`src/dac_link_cfg.svh`:
```
// timing counts and widths for the serial converter link
`ifndef DAC_LINK_CFG_SVH
`define DAC_LINK_CFG_SVH
`define DAC_WORD_BITS 12
`define DAC_CLEAR_CODE 12'h000
// idle pin levels {sclk, cs_n, sdi, ld_n, clear_n} for the sync stages
`define DEV_SYNC_IDLE 5'h0b
`define DAC_FULL_SCALE_MV 4095
`define DAC_MV_PER_STEP 1
`define LINK_HALF_PERIOD_CYCLES 8
`define LINK_GAP_CYCLES 4
`endif

```
`src/dac_link_pkg.sv`:
```
// shared types for the serial converter link
package dac_link_pkg;
    typedef logic [11:0] code_t;
endpackage : dac_link_pkg

```
`src/dac_link_if.sv`:
```
// three-wire link plus chip select and clear between host and converter
`timescale 1ns/100ps
interface dac_link_if;
    logic sclk;
    logic chip_sel_n;
    logic serial_data_in;
    logic load_strobe_n;
    logic clear_n;
    modport host (output sclk, chip_sel_n, serial_data_in, load_strobe_n,
        clear_n);
    modport device (input sclk, chip_sel_n, serial_data_in, load_strobe_n,
        clear_n);
endinterface : dac_link_if

```
`src/dac_host.sv`:
```
// host end: takes 12-bit codes from a two-entry buffer and sends them
`timescale 1ns/100ps
`include "dac_link_cfg.svh"
module dac_host #(
    parameter int HALF = `LINK_HALF_PERIOD_CYCLES
) (
    // clock and reset
    input wire logic clk,
    input wire logic rst_b,
    // code stream in
    input wire logic code_valid,
    input wire dac_link_pkg::code_t code,
    output logic code_ready,
    // user clear request, level, active high
    input wire logic clear_req,
    // link
    dac_link_if.host link
);
    import dac_link_pkg::*;
    initial begin
        if (HALF < 1 || HALF > 255) $error("HALF out of range");
    end
    typedef enum logic [3:0] {
        S_IDLE = 4'b0001,
        S_SHIFT = 4'b0010,
        S_LOAD = 4'b0100,
        S_GAP = 4'b1000
    } st_e;
    typedef struct packed {
        st_e st;
        code_t buf0;
        code_t buf1;
        logic [1:0] cnt_buf;
        code_t sh;
        logic [3:0] bits;
        logic [7:0] div;
        logic sclk;
        logic cs_n;
        logic sdo;
        logic ld_n;
        logic clr_n;
        logic rdy;
    } h_s;
    h_s q, d;
    logic take;
    logic pop;
    // combinational next state of the whole host
    always_comb begin
        d = q;
        take = code_valid && q.rdy;
        pop = 1'b0;
        d.clr_n = ~clear_req;
        if (q.div != 8'h00) begin
            d.div = q.div - 8'h01;
        end
        case (q.st)
            S_IDLE: begin
                if (q.cnt_buf != 2'h0) begin
                    // select asserted before the first clock
                    d.sh = q.buf0;
                    pop = 1'b1;
                    d.cs_n = 1'b0;
                    d.sdo = q.buf0[11]; // msb first
                    d.bits = 4'h0;
                    d.div = 8'(HALF);
                    d.st = S_SHIFT;
                end
            end
            S_SHIFT: begin
                if (q.div == 8'h00) begin
                    d.div = 8'(HALF);
                    if (!q.sclk) begin
                        d.sclk = 1'b1; // device samples here
                    end else if (q.bits == 4'(`DAC_WORD_BITS - 1)) begin
                        // select rises while the clock is still high: a
                        // select rise with the clock low is a shift edge
                        // deselect, then strobe after full word
                        d.cs_n = 1'b1;
                        d.st = S_LOAD;
                    end else begin
                        d.sclk = 1'b0;
                        d.sh = {q.sh[10:0], 1'b0};
                        d.sdo = q.sh[10];
                        d.bits = q.bits + 4'h1;
                    end
                end
            end
            S_LOAD: begin
                if (q.div == 8'h00) begin
                    d.div = 8'(HALF);
                    if (q.sclk) begin
                        // clock falls with select high, so no edge counts
                        d.sclk = 1'b0;
                    end else if (q.ld_n) begin
                        d.ld_n = 1'b0;
                    end else begin
                        // strobe high before new shifting
                        // no clocking while the strobe is low
                        d.ld_n = 1'b1;
                        d.div = 8'(`LINK_GAP_CYCLES);
                        d.st = S_GAP;
                    end
                end
            end
            S_GAP: begin
                if (q.div == 8'h00) begin
                    d.st = S_IDLE;
                end
            end
            default: d.st = S_IDLE;
        endcase
        // two-entry buffer; ready deasserts when full
        if (pop) begin
            d.buf0 = q.buf1;
        end
        if (take) begin
            if ((q.cnt_buf == 2'h0) || (q.cnt_buf == 2'h1 && pop)) begin
                d.buf0 = code;
            end else begin
                d.buf1 = code;
            end
        end
        d.cnt_buf = q.cnt_buf + {1'b0, take} - {1'b0, pop};
        d.rdy = (d.cnt_buf != 2'h2);
    end
    // state register, everything to idle and lines inactive except clear_n, which reset holds low
    always_ff @(posedge clk or negedge rst_b) begin
        if (!rst_b) begin
            q <= '{st: S_IDLE, buf0: 12'h000, buf1: 12'h000, cnt_buf: 2'h0,
                sh: 12'h000, bits: 4'h0, div: 8'h00, sclk: 1'b0,
                cs_n: 1'b1, sdo: 1'b0, ld_n: 1'b1, clr_n: 1'b0,
                rdy: 1'b1};
        end else begin
            q <= d;
        end
    end
    assign code_ready = q.rdy;
    assign link.sclk = q.sclk;
    assign link.chip_sel_n = q.cs_n;
    assign link.serial_data_in = q.sdo;
    assign link.load_strobe_n = q.ld_n;
    assign link.clear_n = q.clr_n;
endmodule : dac_host

```
`src/flat_wrapper.sv`:
```
// flat-port wrapper written by rule: the top's interface ports become plain ports
module dac_host_flat import dac_link_pkg::*;
#(
    parameter int HALF = `LINK_HALF_PERIOD_CYCLES
)
  (clk, rst_b, code_valid, code, code_ready, clear_req, link_sclk, link_chip_sel_n, link_serial_data_in, link_load_strobe_n, link_clear_n);
  dac_link_if link_i ();
  input wire logic clk;
  input wire logic rst_b;
  input wire logic code_valid;
  input wire dac_link_pkg::code_t code;
  output logic code_ready;
  input wire logic clear_req;
  output wire logic [$bits(link_i.sclk)-1:0] link_sclk;
  output wire logic [$bits(link_i.chip_sel_n)-1:0] link_chip_sel_n;
  output wire logic [$bits(link_i.serial_data_in)-1:0] link_serial_data_in;
  output wire logic [$bits(link_i.load_strobe_n)-1:0] link_load_strobe_n;
  output wire logic [$bits(link_i.clear_n)-1:0] link_clear_n;
  assign link_sclk = link_i.sclk;
  assign link_chip_sel_n = link_i.chip_sel_n;
  assign link_serial_data_in = link_i.serial_data_in;
  assign link_load_strobe_n = link_i.load_strobe_n;
  assign link_clear_n = link_i.clear_n;
  dac_host #(.HALF(HALF)) u_core (.clk(clk), .rst_b(rst_b), .code_valid(code_valid), .code(code), .code_ready(code_ready), .clear_req(clear_req), .link(link_i));
endmodule
```
`config.mk`:
```
export PLATFORM = sky130hd
export DESIGN_NAME = dac_host_flat
export DESIGN_NICKNAME = d
export VERILOG_FILES = /design/src/dac_link_pkg.sv /design/src/dac_link_if.sv /design/src/dac_host.sv /design/src/flat_wrapper.sv
export VERILOG_INCLUDE_DIRS = /design/src
export SDC_FILE = /design/constraint.sdc
export NUM_CORES = 1
export LEC_CHECK = 0
export ABC_CLOCK_PERIOD_IN_PS = 2200
export BUFFER_PORTS_ARGS = -buffer_cell sky130_fd_sc_hd__buf_2
export CORE_MARGIN = 10
export CORE_UTILIZATION = 54
export DETAILED_ROUTE_END_ITERATION = 16
export PLACE_DENSITY_LB_ADDON = 0.12
export SYNTH_ARGS = -nofsm -noshare
export SYNTH_HDL_FRONTEND = slang
export SYNTH_SLANG_ARGS = --single-unit
```
`constraint.sdc`:
```
create_clock -name clk -period 2.2 [get_ports clk]
set_clock_uncertainty 0.1 [all_clocks]
set_input_delay 0.44 -clock clk [delete_from_list [all_inputs] [get_ports clk]]
set_output_delay 0.44 -clock clk [all_outputs]
set_load 0.05 [all_outputs]
```
==> flow_summary_export.csv <==
group,metric,value,unit
status,run_status,"complete, but fails checks",
status,violations,"negative hold slack",
sta,maxSlewHeadroom,51.7,%
floorplanning,die_x,94.1,um
power_and_ir_drop,max-vdd-ir-drop,0.000653,V
clocking,numCtsBuffers,9,
clocking,cts_tree,"done",
floorplanning,top_level_ports,22,
floorplanning,fp-row-count,26,
place,gp_congestion,0.800,
worst_setup_path,rr_worst_depth,4,
clocking,post_cts_buffers,0,
sta,period_minus_slack,2110,ps
clocking,path_clk_slew,60,ps
final_layout,final_cells,375,
worst_setup_path,cp-startpoint,"u_core.q[9]$_DFF_PN0_",
routing,viasPerCell,5.55,
place,place_inst,361,
clocking,cts.hold.buffers_added,0,
synthesis,synth_top_area_share,46.4,%
global_routing,grt_max_degree,60,
global_routing,track_usage,14.8,%
final_layout,seqCellArea,0.00148,mm2
worst_setup_path,cp-end-kind,"register",
worst_setup_path,arrival,2230,ps
sta,max_clock_freq,473,MHz
synthesis,synth_nets,288,
flow_run,maxCapViolations,0,
sta,tightest_slew,722,ps
worst_setup_path,critPathKind,"register to register",
synthesis,synth_common_cells,"55 x dfrtp_1, 36 x nand2_1, 20 x nor2_1",
sta,whs,-0.802,ps
power_and_ir_drop,p_leak,1.49,nW
clocking,htreeDepth,3,
synthesis,synth_top_area_cell,"dfrtp_1",
final_layout,multi_input_area,0.00137,mm2
synthesis,synthFlopType,"dfrtp_1",
worst_setup_path,worst-r2r-setup-slack,90,ps
global_routing,grt_pass1_wl,10.4,mm
place,numPortBuffers,21,
routing,vias,2082,
synthesis,ys_warn_count,0,
sta,finalMaxSlewViolations,0,
clocking,cts-root-buf,"clkbuf_8",
global_routing,grt-ovfl-total,0,
worst_setup_path,r2r-end,"u_core.q[58]$_DFFE_PN0P_",
sta,rsz0062_at_grt,"no",
worst_setup_path,critPathLaunchType,"register",
worst_setup_path,cp_max_fo,5,
synthesis,ys_types,52,
synthesis,yosys_register_bits,59,
synthesis,yosysMostFrequentCell,"dfrtp_1",
floorplanning,die_area,0.00885,mm2
synthesis,synth_area_leaders,"dfrtp_1 46%, mux2_1 4.9%, nand2_1 4.6%",
routing,first_pass_iters,4,
floorplanning,dieHeight,94.1,um
power_and_ir_drop,power_density,868,mW/mm2
final_layout,diodes,0,
routing,drc,0,
clocking,clock_path_buffers,2,
synthesis,synth_edf_count,0,
synthesis,ys_async_sr_fraction,100,%
routing,drtAntennaViolNets,0,
global_routing,antenna_found_initial,0,
final_layout,area_growth,16.2,%
final_layout,n_fill_cell,399,
routing,wl,5.84,mm
routing,wl_per_cell,15.6,um
hold_path,hp-class,"input pin to asynchronous set/reset pin",
synthesis,netlist_area,0.00296,mm2
global_routing,grt_pass1_vias,2222,
final_layout,nNetsFinal,324,
sta,fin_crit_sh,96.1,%
place,dp_hpwl,4.03,mm
floorplanning,initial_utilization,56.9,%
sta,tns,0,ps
final_layout,drive_above_1_share,27.9,%
synthesis,synth-seq-area-share,50.0,%
worst_setup_path,cp.required,2320,ps
synthesis,syn_inst,266,
synthesis,avgSynthCellArea,11.1,um2
clocking,insertion_delay,330,ps
clocking,cts.sinks,59,
routing,drt_iter0_markers,98,
sta,hold_violations,1,
floorplanning,core,0.00520,mm2
worst_setup_path,reg2reg_from,"u_core.q[9]$_DFF_PN0_",
sta,setup_viol,0,
==> registers in the layout, summed over array words and instances (netlist names) <==
register	cells
u_core.link.sclk	1
u_core.q	53
u_core.link.chip_sel_n	1
u_core.link.clear_n	1
u_core.link.load_strobe_n	1
u_core.link.serial_data_in	1
u_core.code_ready	1
==> where the power goes <==
| part | total, W | switching [W] | internal [W] | leakage, nW |
|---|---|---|---|---|
| clock network | 0.000997 | 0.000396 | 0.000601 | 0.104 |
| logic | 0.000499 | 0.000271 | 0.000228 | 0.722 |
| registers | 0.00150 | 0.000152 | 0.00134 | 0.664 |
==> timing repair <==
action,in CTS,in global routing
setup endpoints to repair,1,0
hold endpoints to repair,0,0
resized for setup,1,0
==> logic make-up (layout without fill, tap and decap cells) <==
family | after synthesis | in the layout | share of synthesized area [%]
AO/OA/AOI/OAI | 45 | 45 | 12.2
XOR/XNOR | 9 | 9 | 2.91
buffers and inverters | 25 | 64 | 4.18
AND/OR/NAND/NOR | 96 | 96 | 18.3
flip-flops | 59 | 59 | 50.0
adder cells (fa/ha/maj) | 6 | 6 | 2.53
multiplexers | 26 | 26 | 9.92
==> worst max path at each step <==
stage	end	slack, ps	cells after the start
6_report	u_core.q[58]$_DFFE_PN0P_	90	4
5_1_grt	u_core.q[36]$_DFFE_PN0P_	10	4
4_1_cts	u_core.q[58]$_DFFE_PN0P_	100	4
3_5_place_dp	u_core.q[58]$_DFFE_PN0P_	20	6
3_3_place_gp	u_core.q[58]$_DFFE_PN0P_	50	6
2_1_floorplan	u_core.q[58]$_DFFE_PN0P_	20	7
==> cell type report <==
class,count,area share [%]
clock buffers,12,4.79
clock inverters,2,1.02
multi-input cells,182,39.7
flip-flops and latches,59,43.0
repair buffers,39,7.70
inverters,11,1.20
well taps,70,2.54
==> critical path, stage by stage (launching register included) <==
cell      delay [ps]
dfrtp_1          430
or4_4            650
a211oi_2         360
o211ai_4         150
mux2_4           310
==> placed cells by master, fill, tap and decap left out, types with 2 or more instances in the layout <==
cell       n
o21ai_1    3
o22ai_1    2
xnor2_1    7
mux2_2    10
clkbuf_8  12
dfstp_2    4
mux2i_1    2
a21oi_1    4
dfrtp_1   55
ha_1       6
inv_2      2
nor2_1    20
a31oi_1   12
nand3_1    7
or3_1      2
nand2_1   36
buf_12     2
o211ai_1   5
nor3_1     6
or4b_1     3
nor4_1     2
nor4b_4    2
inv_1      9
and2_1     3
buf_4     16
a22o_1    12
buf_2     21
mux2_1    13
nand2b_1   2
==> metrics by stage <==
stage,hold WS [ps],instance area [um2],total power [W],util (%),worst slack (ps)
after floorplan,44.4,2970,0.00186,-,19.9
after global placement,366,3240,0.00199,62.3,48.2
after detailed placement,366,3240,0.00202,62.3,20.4
after CTS,15.1,3440,0.00302,66.2,99.5
after global routing,20.2,3440,0.00317,66.2,10.3
final,-0.802,3440,0.00299,66.2,85.3
==> metal layers <==
| layer | GRT usage [%] | vias to the layer above | share of wire [%] |
|---|---|---|---|
| met5 | 0 | - | 0 |
| met3 | 3.60 | 13 | 3.5 |
| li1 | - | 1020 | - |
| met4 | 7.22 | 0 | 2.0 |
| met2 | 22.9 | 38 | 46 |
| met1 | 18.7 | 1011 | 49 |
Power figures use the tool's default switching activity.
